$ cat src/ipm_pkg.sv
// package: register map, field layout and carrier types of the interrupt status block
package ipm_pkg;
	// ==========================================================
	// register byte addresses (full map, all 32 bits decoded)
	localparam logic [31:0] IPM_MISS_ADDR    = 32'h4000a820;
	localparam logic [31:0] IPM_PENDCLR_ADDR = 32'he000e280;
	localparam logic [31:0] IPM_ACTIVE_ADDR  = 32'he000e300;
	localparam logic [31:0] IPM_AFSR_ADDR    = 32'he000ed3c;
	localparam logic [31:0] IPM_PENDSET_ADDR = 32'he000e200;
	localparam logic [31:0] IPM_IRQSTAT_ADDR = 32'h4000a830;
	localparam logic [31:0] IPM_IRQMASK_ADDR = 32'h4000a834;
	// ==========================================================
	// widths and field layout
	localparam int          IPM_NSRC      = 17;
	localparam logic [16:0] IPM_MISS_MASK = 17'h0fffc;
	localparam int          IPM_AF_WIDTH  = 3;
	localparam int          IPM_AF_PRIV   = 2;
	localparam int          IPM_AF_UNMAP  = 1;
	localparam int          IPM_AF_OVF    = 0;
	localparam logic [31:0] IPM_RST_VAL   = 32'h00000000;
	// event status bits: 0 any request, 1 any missed, 2 any fault
	localparam int          IPM_EV_N      = 3;
	// ==========================================================
	// bus fault report from the bus matrix, one cycle
	typedef struct packed {
		logic strobe;
		logic width;
		logic priv;
		logic unmap;
	} ipm_fault_t;
endpackage

$ cat src/ipm_irq_status.sv
// interrupt pending, active, missed and aux fault status registers on apb
//
// Design decision made here: the APB interface to the registers.
`timescale 1ns/1ps

// usage notes
// - every apb transfer has one wait state: ready follows the first access edge
// - a write takes effect at the ready edge, the edge where the master finishes
// - a source request wins over a clear or a handler entry in the same cycle,
//   so no event is lost, at the price of a clear that seems not to work
// - sticky flags (missed, fault, event status) are cleared by writing ones;
//   a new event in the clearing cycle keeps its flag set
// - the whole 32-bit address is compared, so core-side and peripheral-side
//   registers share one decoder
// - only whole aligned words are decoded; there are no byte strobes
module ipm_irq_status
	import ipm_pkg::*;
	#(parameter int NSRC = IPM_NSRC) (
	// clock and reset
	input  wire logic              CLK,
	input  wire logic              RST_B,
	// apb slave
	input  wire logic              PSEL,
	input  wire logic              PENABLE,
	input  wire logic              PWRITE,
	input  wire logic [31:0]       PADDR,
	input  wire logic [31:0]       PWDATA,
	output logic                   PREADY,
	output logic [31:0]            PRDATA,
	output logic                   PSLVERR,
	// interrupt sources, one-cycle request pulses, same clock
	input  wire logic [NSRC-1:0]   SRC_REQ,
	// core entry and exit of a handler, one-cycle pulses
	input  wire logic [NSRC-1:0]   ACK_ENTER,
	input  wire logic [NSRC-1:0]   ACK_EXIT,
	// bus fault report
	input  wire ipm_fault_t        FAULT,
	// pending state to the core and summary interrupt
	output logic [NSRC-1:0]        PENDING,
	output logic                   IRQ
);
	// ==========================================================
	// state
	logic [NSRC-1:0]     pend_q, pend_d;     // pending per source
	logic [NSRC-1:0]     act_q, act_d;       // active per source
	logic [NSRC-1:0]     miss_q, miss_d;     // missed flags
	logic [3:0]          afsr_q, afsr_d;     // aux fault flags
	logic [IPM_EV_N-1:0] evst_q, evst_d;     // sticky event status
	logic [IPM_EV_N-1:0] evmk_q, evmk_d;     // event mask
	logic [31:0]         rdat_q, rdat_d;     // read data register
	logic                rdy_q, rdy_d;       // access phase answer
	logic                err_q, err_d;       // slave error
	logic                irq_q, irq_d;       // interrupt output
	logic                acc;                // first access edge: the answer is built
	logic                wr, rd;             // write commit and read capture strobes
	logic [NSRC-1:0]     wmask;              // write data masked to sources
	logic [IPM_EV_N-1:0] ev;                 // events this cycle

	// address match, used by read and write paths
	function automatic logic hit(input logic [31:0] a, input logic [31:0] r);
		return a == r;
	endfunction

	// ==========================================================
	// apb strobes
	// the answer is prepared at the first access edge and shown one cycle later,
	// so every transfer has exactly one wait state
	assign acc   = PSEL && PENABLE && !rdy_q;
	// a write lands at the edge where the master sees ready high, never earlier,
	// so the register changes in the cycle the master counts the transfer done
	assign wr    = PSEL && PENABLE && PWRITE && rdy_q;
	// read data is captured at the first access edge and held until ready
	assign rd    = acc && !PWRITE;
	// only the source bits of the write data reach the per-source registers
	assign wmask = PWDATA[NSRC-1:0];

	// ==========================================================
	// interrupt state next values
	always_comb begin
		pend_d = pend_q;
		act_d  = act_q;
		miss_d = miss_q;
		// a repeat request on a pending source inside IPM_MISS_MASK is recorded
		miss_d = miss_d | (SRC_REQ & pend_q & IPM_MISS_MASK);
		if (wr && hit(PADDR, IPM_MISS_ADDR)) begin
			// software clears missed flags by writing ones
			miss_d = miss_q & ~wmask;
			miss_d = miss_d | (SRC_REQ & pend_q);
		end
		miss_d = miss_d & IPM_MISS_MASK;
		// only ones in the write clear pending bits
		if (wr && hit(PADDR, IPM_PENDCLR_ADDR)) begin
			// unmapped_address_fault bits of the write word are never looked at
			pend_d = pend_d & ~wmask;
		end
		// software may raise pending too; this address reads back the same state
		if (wr && hit(PADDR, IPM_PENDSET_ADDR)) begin
			pend_d = pend_d | wmask;
		end
		// entering a handler moves pending to active
		pend_d = pend_d & ~ACK_ENTER;
		// a new request wins over a clear in the same cycle
		pend_d = pend_d | SRC_REQ;
		act_d  = (act_q | ACK_ENTER) & ~ACK_EXIT;
	end

	// ==========================================================
	// fault flags and event status next values
	always_comb begin
		afsr_d = afsr_q;
		evst_d = evst_q;
		evmk_d = evmk_q;
		// event bits: a fault report, a missed request, any request
		ev     = {FAULT.strobe, |(SRC_REQ & pend_q & IPM_MISS_MASK), |SRC_REQ};
		if (wr && hit(PADDR, IPM_AFSR_ADDR)) begin
			// fault flags are cleared by writing one
			afsr_d = afsr_q & ~PWDATA[3:0];
		end
		if (FAULT.strobe) begin
			// any flag already set means this fault overflows
			if (|afsr_q) begin
				afsr_d[IPM_AF_OVF] = 1'b1;
			end
			afsr_d[IPM_AF_WIDTH] = afsr_d[IPM_AF_WIDTH] | FAULT.width;
			afsr_d[IPM_AF_PRIV]  = afsr_d[IPM_AF_PRIV] | FAULT.priv;
			afsr_d[IPM_AF_UNMAP] = afsr_d[IPM_AF_UNMAP] | FAULT.unmap;
		end
		if (wr && hit(PADDR, IPM_IRQSTAT_ADDR)) begin
			evst_d = evst_q & ~PWDATA[IPM_EV_N-1:0];
		end
		// set wins over write-one-to-clear
		evst_d = evst_d | ev;
		if (wr && hit(PADDR, IPM_IRQMASK_ADDR)) begin
			evmk_d = PWDATA[IPM_EV_N-1:0];
		end
	end

	// ==========================================================
	// apb answer next values
	always_comb begin
		rdy_d  = acc; // one wait state, then ready for a single cycle
		err_d  = 1'b0;
		rdat_d = IPM_RST_VAL;
		irq_d  = |(evst_d & evmk_d);
		// the answer is built once per transfer, at the first access edge;
		// a write gets the same decode so that an unmapped write errors too
		if (acc) begin
			if (hit(PADDR, IPM_PENDCLR_ADDR) || hit(PADDR, IPM_PENDSET_ADDR)) begin
				rdat_d[NSRC-1:0] = pend_q;
			end else if (hit(PADDR, IPM_ACTIVE_ADDR)) begin
				rdat_d[NSRC-1:0] = act_q;
			end else if (hit(PADDR, IPM_MISS_ADDR)) begin
				rdat_d[NSRC-1:0] = miss_q;
			end else if (hit(PADDR, IPM_AFSR_ADDR)) begin
				rdat_d[3:0] = afsr_q;
			end else if (hit(PADDR, IPM_IRQSTAT_ADDR)) begin
				rdat_d[IPM_EV_N-1:0] = evst_q;
			end else if (hit(PADDR, IPM_IRQMASK_ADDR)) begin
				rdat_d[IPM_EV_N-1:0] = evmk_q;
			end else begin
				// unmapped address: error answer, reads zero
				err_d = 1'b1;
			end
			// a write answers with zero data
			if (!rd) begin
				rdat_d = IPM_RST_VAL;
			end
		end
	end

	// ==========================================================
	// registers, synchronous active-low reset to zero
	// interrupt state: reset leaves no source pending, active or missed
	always_ff @(posedge CLK) begin
		if (!RST_B) begin
			// reset values
			pend_q <= '0;
			act_q  <= '0;
			miss_q <= '0;
		end else begin
			// take the next values
			pend_q <= pend_d;
			act_q  <= act_d;
			miss_q <= miss_d;
		end
	end

	// fault flags, event status and event mask
	always_ff @(posedge CLK) begin
		if (!RST_B) begin
			// reset values
			afsr_q <= '0;
			evst_q <= '0;
			evmk_q <= '0;
		end else begin
			// take the next values
			afsr_q <= afsr_d;
			evst_q <= evst_d;
			evmk_q <= evmk_d;
		end
	end

	// apb answer and the interrupt output
	always_ff @(posedge CLK) begin
		if (!RST_B) begin
			// reset values: no answer pending, interrupt low
			rdat_q <= IPM_RST_VAL;
			rdy_q  <= 1'b0;
			err_q  <= 1'b0;
			irq_q  <= 1'b0;
		end else begin
			// take the next values
			rdat_q <= rdat_d;
			rdy_q  <= rdy_d;
			err_q  <= err_d;
			irq_q  <= irq_d;
		end
	end

	// outputs straight from flip-flops
	assign PREADY  = rdy_q;
	assign PRDATA  = rdat_q;
	assign PSLVERR = err_q;
	assign PENDING = pend_q;
	assign IRQ     = irq_q;

	// ==========================================================
	// assertions
	AST_CLR_ONE: assert property (@(posedge CLK) disable iff (!RST_B)
		(wr && hit(PADDR, IPM_PENDCLR_ADDR) && PWDATA[0] && !SRC_REQ[0])
		|=> !pend_q[0]) else $error("pending bit not cleared by one");
	AST_CLR_ZERO: assert property (@(posedge CLK) disable iff (!RST_B)
		(wr && hit(PADDR, IPM_PENDCLR_ADDR) && !PWDATA[5] && pend_q[5] && !ACK_ENTER[5])
		|=> pend_q[5]) else $error("pending bit lost on zero write");
	AST_REQ_SETS: assert property (@(posedge CLK) disable iff (!RST_B)
		SRC_REQ[16] |=> pend_q[16]) else $error("request did not pend");
	AST_ACTIVE: assert property (@(posedge CLK) disable iff (!RST_B)
		(ACK_ENTER[9] && !ACK_EXIT[9]) |=> act_q[9]) else $error("active bit not set");
	AST_MISS_RSV: assert property (@(posedge CLK) disable iff (!RST_B)
		(miss_q & ~IPM_MISS_MASK) == '0) else $error("unmapped_address_fault missed bit set");
	AST_MISS_SET: assert property (@(posedge CLK) disable iff (!RST_B)
		(SRC_REQ[4] && pend_q[4]) ##1 !(wr && hit(PADDR, IPM_MISS_ADDR) && PWDATA[4])
		|-> miss_q[4] ##1 miss_q[4]) else $error("missed flag lost");
	AST_OVF: assert property (@(posedge CLK) disable iff (!RST_B)
		(FAULT.strobe && |afsr_q) |=> afsr_q[IPM_AF_OVF]) else $error("no overflow flag");
	AST_WIDTH: assert property (@(posedge CLK) disable iff (!RST_B)
		(FAULT.strobe && FAULT.width) |=> afsr_q[IPM_AF_WIDTH])
		else $error("width fault not flagged");
	AST_PRIV: assert property (@(posedge CLK) disable iff (!RST_B)
		(FAULT.strobe && FAULT.priv) |=> afsr_q[IPM_AF_PRIV])
		else $error("privilege fault not flagged");
	AST_READ: assert property (@(posedge CLK) disable iff (!RST_B)
		(rd && hit(PADDR, IPM_PENDCLR_ADDR)) |=> PREADY && PRDATA[31:NSRC] == '0)
		else $error("bad pending read");
	// an unmapped-address report sets its flag
	AST_UNMAP: assert property (@(posedge CLK) disable iff (!RST_B)
		(FAULT.strobe && FAULT.unmap) |=> afsr_q[IPM_AF_UNMAP])
		else $error("unmapped fault not flagged");
	// a write of one clears a fault flag unless the same flag is reported again
	AST_FAULT_CLR: assert property (@(posedge CLK) disable iff (!RST_B)
		(wr && hit(PADDR, IPM_AFSR_ADDR) && PWDATA[IPM_AF_WIDTH]
		&& !(FAULT.strobe && FAULT.width)) |=> !afsr_q[IPM_AF_WIDTH])
		else $error("width fault flag not cleared");
	// the fault register reads zero above its four flags
	AST_AFSR_RSV: assert property (@(posedge CLK) disable iff (!RST_B)
		(rd && hit(PADDR, IPM_AFSR_ADDR)) |=> PRDATA[31:4] == '0)
		else $error("unmapped_address_fault fault bits not zero");

	// ==========================================================
	// apb answer checks
	// every access phase is answered after exactly one wait state
	AST_READY_WAIT: assert property (@(posedge CLK) disable iff (!RST_B)
		acc |=> PREADY) else $error("ready not after one wait state");
	// ready stands for a single cycle only
	AST_READY_ONE: assert property (@(posedge CLK) disable iff (!RST_B)
		PREADY |=> !PREADY) else $error("ready held too long");
	// an error answer only comes together with ready
	AST_ERR_READY: assert property (@(posedge CLK) disable iff (!RST_B)
		PSLVERR |-> PREADY) else $error("error without ready");
	// read data is zero whenever no answer stands
	AST_RDATA_IDLE: assert property (@(posedge CLK) disable iff (!RST_B)
		!PREADY |-> PRDATA == '0) else $error("read data outside answer");
	// the pending clear address reads the pending state of the access edge
	AST_PEND_READ: assert property (@(posedge CLK) disable iff (!RST_B)
		(rd && hit(PADDR, IPM_PENDCLR_ADDR)) |=> PRDATA[NSRC-1:0] == $past(pend_q))
		else $error("pending read data wrong");
	// the pending set address reads the same pending state
	AST_PEND_SETREAD: assert property (@(posedge CLK) disable iff (!RST_B)
		(rd && hit(PADDR, IPM_PENDSET_ADDR)) |=> PRDATA[NSRC-1:0] == $past(pend_q))
		else $error("pending set read data wrong");
	// the active register reads the active state of the access edge
	AST_ACT_READ: assert property (@(posedge CLK) disable iff (!RST_B)
		(rd && hit(PADDR, IPM_ACTIVE_ADDR)) |=> PRDATA[NSRC-1:0] == $past(act_q))
		else $error("active read data wrong");
	// the missed register reads the missed flags of the access edge
	AST_MISS_READ: assert property (@(posedge CLK) disable iff (!RST_B)
		(rd && hit(PADDR, IPM_MISS_ADDR)) |=> PRDATA[NSRC-1:0] == $past(miss_q))
		else $error("missed read data wrong");

	// ==========================================================
	// handler and missed flag checks
	// leaving a handler clears its active bit
	AST_ACT_EXIT: assert property (@(posedge CLK) disable iff (!RST_B)
		ACK_EXIT[16] |=> !act_q[16]) else $error("active bit not cleared");
	// the radio receive source shows active at its own bit
	AST_ACT_SET: assert property (@(posedge CLK) disable iff (!RST_B)
		(ACK_ENTER[10] && !ACK_EXIT[10]) |=> act_q[10]) else $error("receive not active");
	// entering a handler takes the source out of pending unless it requests again
	AST_ENTER_CLR: assert property (@(posedge CLK) disable iff (!RST_B)
		(ACK_ENTER[8] && !SRC_REQ[8]) |=> !pend_q[8]) else $error("pending kept on entry");
	// a write of one clears a missed flag unless a repeat request lands with it
	AST_MISS_CLR: assert property (@(posedge CLK) disable iff (!RST_B)
		(wr && hit(PADDR, IPM_MISS_ADDR) && PWDATA[7] && !(SRC_REQ[7] && pend_q[7]))
		|=> !miss_q[7]) else $error("missed flag not cleared");

	// ==========================================================
	// cover points of the main scenarios
	COV_ACTIVE: cover property (@(posedge CLK) |ACK_ENTER);
	COV_MISS: cover property (@(posedge CLK) SRC_REQ[12] && pend_q[12]);
	COV_CLR: cover property (@(posedge CLK) wr && hit(PADDR, IPM_PENDCLR_ADDR));
	COV_OVF: cover property (@(posedge CLK) FAULT.strobe && |afsr_q);
	COV_IRQ: cover property (@(posedge CLK) $rose(IRQ));
endmodule

$ cat config.mk
export PLATFORM = sky130hd
export DESIGN_NAME = ipm_irq_status
export DESIGN_NICKNAME = d
export VERILOG_FILES = /design/src/ipm_pkg.sv /design/src/ipm_irq_status.sv
export SDC_FILE = /design/constraint.sdc
export NUM_CORES = 1
export LEC_CHECK = 0
export BUFFER_PORTS_ARGS = -buffer_cell sky130_fd_sc_hd__buf_2
export CAP_MARGIN = 20
export CORE_UTILIZATION = 47
export DETAILED_ROUTE_END_ITERATION = 8
export PLACE_DENSITY = 0.81
export SLEW_MARGIN = 20
export SYNTH_ARGS = -nofsm -noshare
export SYNTH_HDL_FRONTEND = slang
export SYNTH_SLANG_ARGS = --single-unit
$ cat constraint.sdc
create_clock -name CLK -period 2.9 [get_ports CLK]
set_input_delay 0.58 -clock CLK [delete_from_list [all_inputs] [get_ports CLK]]
set_output_delay 0.58 -clock CLK [all_outputs]
set_load 0.1 [all_outputs]
[After elaboration in Yosys (flattened, before gate mapping)]
Cells that the tools add are included.
Operators by class
  eq/ne operators: 7
  muxes and demuxes: 17
  bitwise operators: 24
  reduce and logical (&&, ||, !) cells: 21
Operator list (count)
  == test 32 bit (second input constant): 4
  == test 32 x 31 -> 1 bit (second input constant): 3
  2-to-1 mux 17 bit: 4
  AND 17 bit: 3
  inverter 17 bit: 3
  OR 17 bit: 3
  AND 16 bit: 2
  OR 16 bit: 2
  OR reduction 17 bit: 1
  2-to-1 mux 16 bit: 1
  2-to-1 mux 3 bit: 5
  OR reduction 14 bit: 1
  2-to-1 mux 12 bit: 1
  2-to-1 mux 4 bit: 3
  logical AND 1 bit: 11
  OR reduction 7 bit: 1
  AND 3 bit: 2
  AND 4 bit: 1
  inverter 4 bit: 1
  OR reduction 4 bit: 1
  2-to-1 mux 1 bit: 3
  inverter 3 bit: 1
  OR 1 bit: 3
  OR 3 bit: 1
  6 further kinds: 8
Storage, ports and cells
  flip-flop bits (word level): 93
  input port bits: 124
  output and inout bits: 52
  word-level logic and storage cells: 80

[Longest topological paths before layout]
Gate-level depths: netlist of run 1.
  depth after elaboration: 9
  gate-level depth with buffers: 9

[Worst setup path after synthesis of run 1]
No wires, ideal clock.
  path type: register to register
  from: reg rdy_q (netlist: PREADY)
  to: reg irq_q (netlist: IRQ)
  arrival time: 2.385 ns
  required time: 2.778 ns
  slack: 0.394 ns
  cell stages (with the launch flop): 8
  period minus slack after synthesis: 2.506 ns
  cell sequence: dfxtp_1 and4_1 nand2_1 or4_1 buf_2 mux2i_1 nor2b_1 a221o_1
On the way
  word-level cells in the longest chain between the ends: 6
  elaborated cells on any way between the ends: 8
  classes of those cells: mux: 2; bitwise: 2; reduce/logical: 4
RTL lines
  start, declared: line ipm_irq_status.sv:51  | logic rdy_q, rdy_d;
  start signal, assigned: line ipm_irq_status.sv:214  | rdy_q <= rdy_d;
  logical AND 1 bit *: line ipm_irq_status.sv:71  | assign wr = PSEL && PENABLE && PWRITE && rdy_q;
  logical AND 1 bit: line ipm_irq_status.sv:128  | if (wr && hit(PADDR, IPM_IRQSTAT_ADDR)) begin
  2-to-1 mux 3 bit: line ipm_irq_status.sv:128
  OR 3 bit: line ipm_irq_status.sv:132  | evst_d = evst_d | ev;
  AND 3 bit *: line ipm_irq_status.sv:144  | irq_d = |(evst_d & evmk_d);
  OR reduction 3 bit *: line ipm_irq_status.sv:144
  end signal, assigned: line ipm_irq_status.sv:216  | irq_q <= irq_d;
  end, declared: line ipm_irq_status.sv:53  | logic irq_q, irq_d;
Every way passes the cells marked *; elsewhere a longest branch is shown, timed or not.
A chain may end at the register's enable or synchronous reset.

[Final worst setup path of run 1]
  from: in PADDR[6]
  to: reg irq_q (netlist: IRQ)
On the way
  word-level cells in the longest chain between the ends: 6
  elaborated cells on any way between the ends: 9
  classes of those cells: eq/ne: 2; mux: 2; bitwise: 2; reduce/logical: 3
RTL lines
  start, declared: line ipm_irq_status.sv:26  | input wire logic [31:0] PADDR,
  == test 32 x 31 -> 1 bit: line ipm_irq_status.sv:61  | return a == r;
  logical AND 1 bit: line ipm_irq_status.sv:128
  2-to-1 mux 3 bit: line ipm_irq_status.sv:128
  OR 3 bit: line ipm_irq_status.sv:132
  AND 3 bit *: line ipm_irq_status.sv:144
  OR reduction 3 bit *: line ipm_irq_status.sv:144
Marked as above.

==> out/metrics.yaml, run 1 <==
outcome:
  run_status: "finished clean"
timing:
  relSlewSlack_pct: 64.8
  finClkSkew_ns: 0.0103
  hold_viol_final: 0
  holdWs_ns: 0.377
  rsz0062_at_grt: "no"
  fin_crit_sh_pct: 80.7
  setup_viol: 0
  setup_total_negative_slack_ns: 0
  timing_max_transition_violations_final: 0
  period_needed_ns: 2.34
  clock.fmax_ghz: 0.427
  slew_at_the_pin_with_the_worst_max_slew_slack_ns: 0.524
cts:
  clk_transition_reported_paths_ns: 0.09
  post-cts-setup-buffer-count: 0
  cts_buffers: 9
  cts.path.max_buffers: 2
  cts.sink_count: 78
  tritoncts: "done"
  clockRootBuffer: "sky130_fd_sc_hd__clkbuf_8"
  insertion_delay_ns: 0.35
  holdBufCountCts: 0
  cts-resized-gates: 0
  cts.htree.levels: 3
power_and_ir_drop:
  power.ir.vdd_worst_mv: 0.279
  intPower_mw: 1.73
  power_frac_seq_pct: 46.0
  cellLeakagePower_nw: 2.08
  switching_power_mw: 0.794
  switching_share_pct: 31.5
  power.density_mw_per_mm2: 539
  comb_power_share_pct: 19.0
  clock_power_share_pct: 35.0
  totalPowerFinal_mw: 2.52
synthesis:
  ys_types: 45
  asyncSetResetFlopFracSynth_pct: 0
  yosysWarnings: 0
  ys_seq_area_share_pct: 42.1
  synthCells: 432
  avgSynthCellArea_um2: 8.59
  synth_area_mm2: 0.00371
  synth_enable_flop_cells: 0
  synth_seq_cells: 78
  synth-main-ff-cell: "sky130_fd_sc_hd__dfxtp_1"
place:
  dp.final_hpwl_um: 8090
  port_buffers: 145
  globalplace.congestion: 0.926
die:
  ioPinCount: 176
  initial_utilization_pct: 48.3
  die_w_um: 90.8
  floorplan.rows: 32
  design.die.area_mm2: 0.00825
  chipHeight_um: 90.8
  design.core.area_mm2: 0.00769
detailed_routing:
  first_iter_violations: 403
  wl_per_cell_um: 16.5
  residual_antenna_violating_net_count_after_detailed_routing: 0
  detail_route.wirelength_um: 11200
  post_drt_via_cell_ratio: 5.66
  drc: 0
  detailroute.via_count: 3832
  drt_pass1_iterations: 9
critical_path:
  worst_setup_path_start_kind: "primary input"
  cp.required_ns: 3.13
  endpoint_kind: "flip-flop"
  timing_worst_setup_path_type: "primary input to flip-flop"
  rr_startpoint: "PREADY"
  crit_fanout: 4
  startpoint: "PADDR[6]"
  r2r_slack_ns: 1.01
  worst_ep_arrival_time_ns: 2.57
  number_of_cells_on_the_worst_reg_to_reg_path: 6
  critical_path.reg2reg.endpoint: "IRQ"
  cp-endpoint: "IRQ"
finish:
  final_core_utilization_pct: 60.9
  layout_commonest_cell: "sky130_fd_sc_hd__buf_2"
  areaGrowthSynthToFinish_pct: 26.1
  multi_input_area_mm2: 0.00197
  fillerInstances: 691
  layout-drive-gt1-share_pct: 30.8
  ff_latch_area_mm2: 0.00156
  antennaDiodeCount: 0
  nets: 695
  most_used_cells_in_the_layout_excluding_fill_and_tap_cells: "sky130_fd_sc_hd__buf_2, sky130_fd_sc_hd__dfxtp_1, sky130_fd_sc_hd__nand2_1"
global_route:
  grt_max_degree: 42
  grt_antenna_before_repair: 0
  grt_most_used_layer: "met2"
  grt_util_all_layers_pct: 26.8
  grt_pass1_vias: 3682
  congestion_overflow_gr: 0
  grt_first_pass_wirelength_um: 17700
  groute.layer.met3.usage_pct: 4.71
  met2_usage_pct: 44.8
  met1_demand_to_capacity_share_in_global_routing_pct: 32.5
job:
  drv.max_cap_violation_count: 0
worst_hold_path:
  path_class_of_the_lowest_slack_min_delay_path: "primary input to flip-flop"
  whs_path_depth: 2
layer usage:
metal  part of all wire (%)  up-vias
li1                       -     1818
met1                     41     1799
met2                     49      183
met3                    6.3       32
met4                    2.9        0
met5                      0        -
worst min path at each step:
stage / from / to
6_report: ACK_EXIT[14] / act_q[14]
4_1_cts: ACK_EXIT[7] / act_q[7]
5_1_grt: ACK_EXIT[14] / act_q[14]
2_1_floorplan: act_q[2] / PRDATA[2]
3_3_place_gp: act_q[2] / PRDATA[2]
3_5_place_dp: act_q[2] / PRDATA[2]
logic make-up after synthesis:
kind of cell	count (synthesis)	synth area share, %
buffers and inverters	44	6.34
AO/OA/AOI/OAI	70	13.4
AND/OR/NAND/NOR	218	32.3
other	1	0.101
flip-flops	78	42.1
multiplexers	21	5.73
registers in the layout, indices dropped and copies added, names as in the netlist:
| register | cells |
|---|---|
| afsr_q | 4 |
| act_q | 17 |
| evmk_q | 3 |
| PRDATA | 17 |
| PENDING | 17 |
| miss_q | 14 |
| PREADY | 1 |
| IRQ | 1 |
| PSLVERR | 1 |
| evst_q | 3 |
cell type report:
class,count,area share (%)
Clock buffer,9,2.65
Tap cell,102,2.73
Multi-Input combinational cell,324,42.1
Sequential cell,78,33.4
Clock inverter,6,1.84
Inverter,4,0.321
Timing Repair Buffer,154,17.0
power groups by stage:
stage / clock [mW] / combinational, mW / sequential, mW
floorplan: 0 / 0.210 / 1.31
global placement: 0 / 0.466 / 1.18
detailed placement: 0 / 0.476 / 1.18
CTS: 0.888 / 0.477 / 1.16
global route: 0.932 / 0.508 / 1.17
finish: 0.882 / 0.479 / 1.16
synth_stat cells (all sizes together), types with 11 or more instances:
cell / instances / area (um2)
nand3: 41 / 205
buf: 27 / 171
a222oi: 13 / 130
nor2: 35 / 131
nand2: 47 / 176
nor4: 11 / 105
o21ai: 23 / 115
nor3b: 18 / 135
a21boi: 12 / 90.1
clkbuf: 13 / 48.8
dfxtp: 78 / 1560
nand2b: 21 / 131
mux2i: 19 / 190
critical path, stage by stage:
cell and delay (ns):
sky130_fd_sc_hd__buf_2 0.11, sky130_fd_sc_hd__nor4b_1 0.34, sky130_fd_sc_hd__nand3_1 0.23, sky130_fd_sc_hd__or4_1 0.70, sky130_fd_sc_hd__mux2i_1 0.20, sky130_fd_sc_hd__nor2b_1 0.07, sky130_fd_sc_hd__a221o_1 0.34
stage by stage:
step	setup slack (ns)	area (um2)	std cells
after floorplan	0.394	3760	446
after global placement	0.324	4470	662
after detailed placement	0.197	4470	662
after CTS	0.559	4680	677
after global routing	0.478	4680	677
final	0.561	4680	677
No activity file was read; power rests on OpenSTA's default activity.
==> run 2, diff against run 1 <==
==> constraint.sdc (replaced) <==
create_clock -name CLK -period 2.4 [get_ports CLK]
set_input_delay 0.48 -clock CLK [delete_from_list [all_inputs] [get_ports CLK]]
set_output_delay 0.48 -clock CLK [all_outputs]
set_load 0.1 [all_outputs]
==> run 2 against run 1 <==
Effect of this change:
- flip-flop and latch count stayed put
- final cell count up 2.5%
- register-to-register slack lost 0.49 ns
- routed wire length shrank 3.5%
- global-route usage shrank 0.47 points
- clock power increased by 26%
==> out/metrics.yaml, run 2 (synthesis results as in run 1) <==
outcome:
  run_status: "finished clean"  # unchanged
critical_path:
  cp-endpoint: "IRQ"  # unchanged
  number_of_cells_on_the_worst_reg_to_reg_path: 6  # unchanged
  worstSetupPathDepth: 7  # unchanged
  critPathSlowestCell: "sky130_fd_sc_hd__or4_1"  # unchanged
  worst_setup_path_start_kind: "primary input"  # unchanged
  worst_ep_arrival_time_ns: 2.30  # was 2.57 ns
  cp.required_ns: 2.63  # was 3.13 ns
  cp_cell_sequence: "buf_2 > nor4b_1 > nand3_1 > or4_1 > mux2i_1 > nor2b_1 > a221o_1"  # unchanged
  crit_family: "simple AND/OR/NAND/NOR gates"  # unchanged
  r2r_slack_ns: 0.52  # was 1.01 ns
  crit_fanout: 4  # unchanged
  cpPeakStageDelay_ns: 0.64  # was 0.70 ns
  endpoint_kind: "flip-flop"  # unchanged
  critical_path.reg2reg.endpoint: "IRQ"  # unchanged
  rr_startpoint: "PREADY"  # unchanged
  timing_worst_setup_path_type: "primary input to flip-flop"  # unchanged
  path_buf_inv: 1  # unchanged
  startpoint: "PADDR[6]"  # unchanged
detailed_routing:
  post_drt_via_cell_ratio: 5.51  # was 5.66
  drt_pass1_iterations: 5  # was 9
  residual_antenna_violating_net_count_after_detailed_routing: 0  # unchanged
  detailroute.via_count: 3821  # was 3832
  detail_route.wirelength_um: 10800  # was 11200 um
  wl_per_cell_um: 15.6  # was 16.5 um
  first_iter_violations: 363  # was 403
  drc: 0  # unchanged
timing:
  period_needed_ns: 2.07
  finClkSkew_ns: 0.0104  # was 0.0103 ns
  relSlewSlack_pct: 65.7  # was 64.8%
  hold_viol_final: 0  # unchanged
  clock.fmax_ghz: 0.483
  timing_max_transition_violations_final: 0  # unchanged
  fin_crit_sh_pct: 86.2
  rsz0062_at_grt: "no"  # unchanged
  setup_viol: 0  # unchanged
  slew_at_the_pin_with_the_worst_max_slew_slack_ns: 0.517  # was 0.524 ns
job:
  drv.max_cap_violation_count: 0  # unchanged
die:
  floorplan.rows: 32  # unchanged
  ioPinCount: 176  # unchanged
  chipHeight_um: 90.8  # unchanged
  die_w_um: 90.8  # unchanged
  design.die.area_mm2: 0.00825  # unchanged
  initial_utilization_pct: 48.3  # unchanged
  design.core.area_mm2: 0.00769  # unchanged
cts:
  cts_buffers: 9  # unchanged
  clk_transition_reported_paths_ns: 0.08  # was 0.09 ns
  tritoncts: "done"  # unchanged
  cts.path.max_buffers: 2  # unchanged
  cts.sink_count: 78  # unchanged
  cts.htree.levels: 3  # unchanged
  holdBufCountCts: 0  # unchanged
  insertion_delay_ns: 0.35  # about the same
  clockRootBuffer: "sky130_fd_sc_hd__clkbuf_8"  # unchanged
  cts-resized-gates: 0  # unchanged
  post-cts-setup-buffer-count: 0  # unchanged
power_and_ir_drop:
  power_frac_seq_pct: 45.3  # was 46.0%
  cellLeakagePower_nw: 2.17  # was 2.08 nW
  switching_share_pct: 31.2  # was 31.5%
  intPower_mw: 2.13  # was 1.73 mW
  totalPowerFinal_mw: 3.10  # was 2.52 mW
  switching_power_mw: 0.965  # was 0.794 mW
  power.density_mw_per_mm2: 638  # was 539 mW/mm2
  clock_power_share_pct: 35.8  # was 35.0%
  comb_power_share_pct: 18.9  # was 19.0%
  power.ir.vdd_worst_mv: 0.419  # was 0.279 mV
finish:
  multi_input_area_mm2: 0.00197  # unchanged
  most_used_cells_in_the_layout_excluding_fill_and_tap_cells: "sky130_fd_sc_hd__buf_2, sky130_fd_sc_hd__dfxtp_1, sky130_fd_sc_hd__nand2_1"  # unchanged
  areaGrowthSynthToFinish_pct: 30.8  # was 26.1%
  final_core_utilization_pct: 63.1  # was 60.9%
  layout_commonest_cell: "sky130_fd_sc_hd__buf_2"  # unchanged
  nets: 711  # was 695
  layout-drive-gt1-share_pct: 32.8  # was 30.8%
  antennaDiodeCount: 0  # unchanged
  ff_latch_area_mm2: 0.00156  # about the same
  fillerInstances: 664  # was 691
global_route:
  grt_antenna_before_repair: 0  # unchanged
  groute.layer.met3.usage_pct: 4.12  # was 4.71%
  grt_most_used_layer: "met2"  # unchanged
  grt_pass1_vias: 3562  # was 3682
  grt_first_pass_wirelength_um: 17200  # was 17700 um
  grt_util_all_layers_pct: 26.3  # was 26.8%
  met2_usage_pct: 43.9  # was 44.8%
  met1_demand_to_capacity_share_in_global_routing_pct: 34.2  # was 32.5%
  grt_max_degree: 41  # was 42
  congestion_overflow_gr: 0  # unchanged
place:
  port_buffers: 145  # unchanged
  dp.final_hpwl_um: 8080  # was 8090 um
  globalplace.congestion: 0.953  # was 0.926
worst_hold_path:
  path_class_of_the_lowest_slack_min_delay_path: "primary input to flip-flop"  # unchanged
run 2: final cells by class:
cell class,count,area share (%)
multi-input cells,324,40.6
clock buffers,11,2.91
flip-flops and latches,78,32.2
repair buffers,170,19.6
clock inverters,5,1.68
well taps,102,2.63
inverters,4,0.310
run 2: power groups by stage:
stage	Combinational [mW]	Sequential, mW	Clock (mW)
detailed placement	0.580	1.43	0
global placement	0.571	1.43	0
floorplan	0.254	1.58	0
CTS	0.581	1.40	1.12
global route	0.617	1.41	1.17
finish	0.584	1.40	1.11
run 2: layer usage:
metal	part of all wire [%]	up-vias
li1	-	1848
met1	43	1772
met2	49	181
met3	7.0	20
met4	1.9	0
met5	0	-
run 2: worst min-delay path by stage:
stage,start,endpoint,slack (ns),cells after the start
global placement,miss_q[15],miss_q[15],0.45,2
detailed placement,miss_q[15],miss_q[15],0.46,2
floorplan,act_q[2],PRDATA[2],0.43,2
finish,ACK_EXIT[8],act_q[8],0.28,2
global route,ACK_EXIT[12],act_q[12],0.27,2
CTS,ACK_EXIT[8],act_q[8],0.27,2
run 2: through the flow:
step	worst slack, ns	cell area, um2	hold slack (ns)	setup TNS (ns)	instances
final	0.331	4850	0.278	0	694
after global routing	0.0878	4850	0.269	0	694
after CTS	0.338	4850	0.268	0	694
after detailed placement	-0.0257	4630	0.464	-0.0257	678
after global placement	-0.00879	4630	0.455	-0.00879	678
after floorplan	0.163	3760	0.434	0	446
run 2: worst reg2reg max path, delay by kind of cell, from the launching register on:
kind / cells / cell delay, ns
simple gates: 4 / 0.90
compound gates: 1 / 0.35
flops: 1 / 0.34
mux: 1 / 0.19
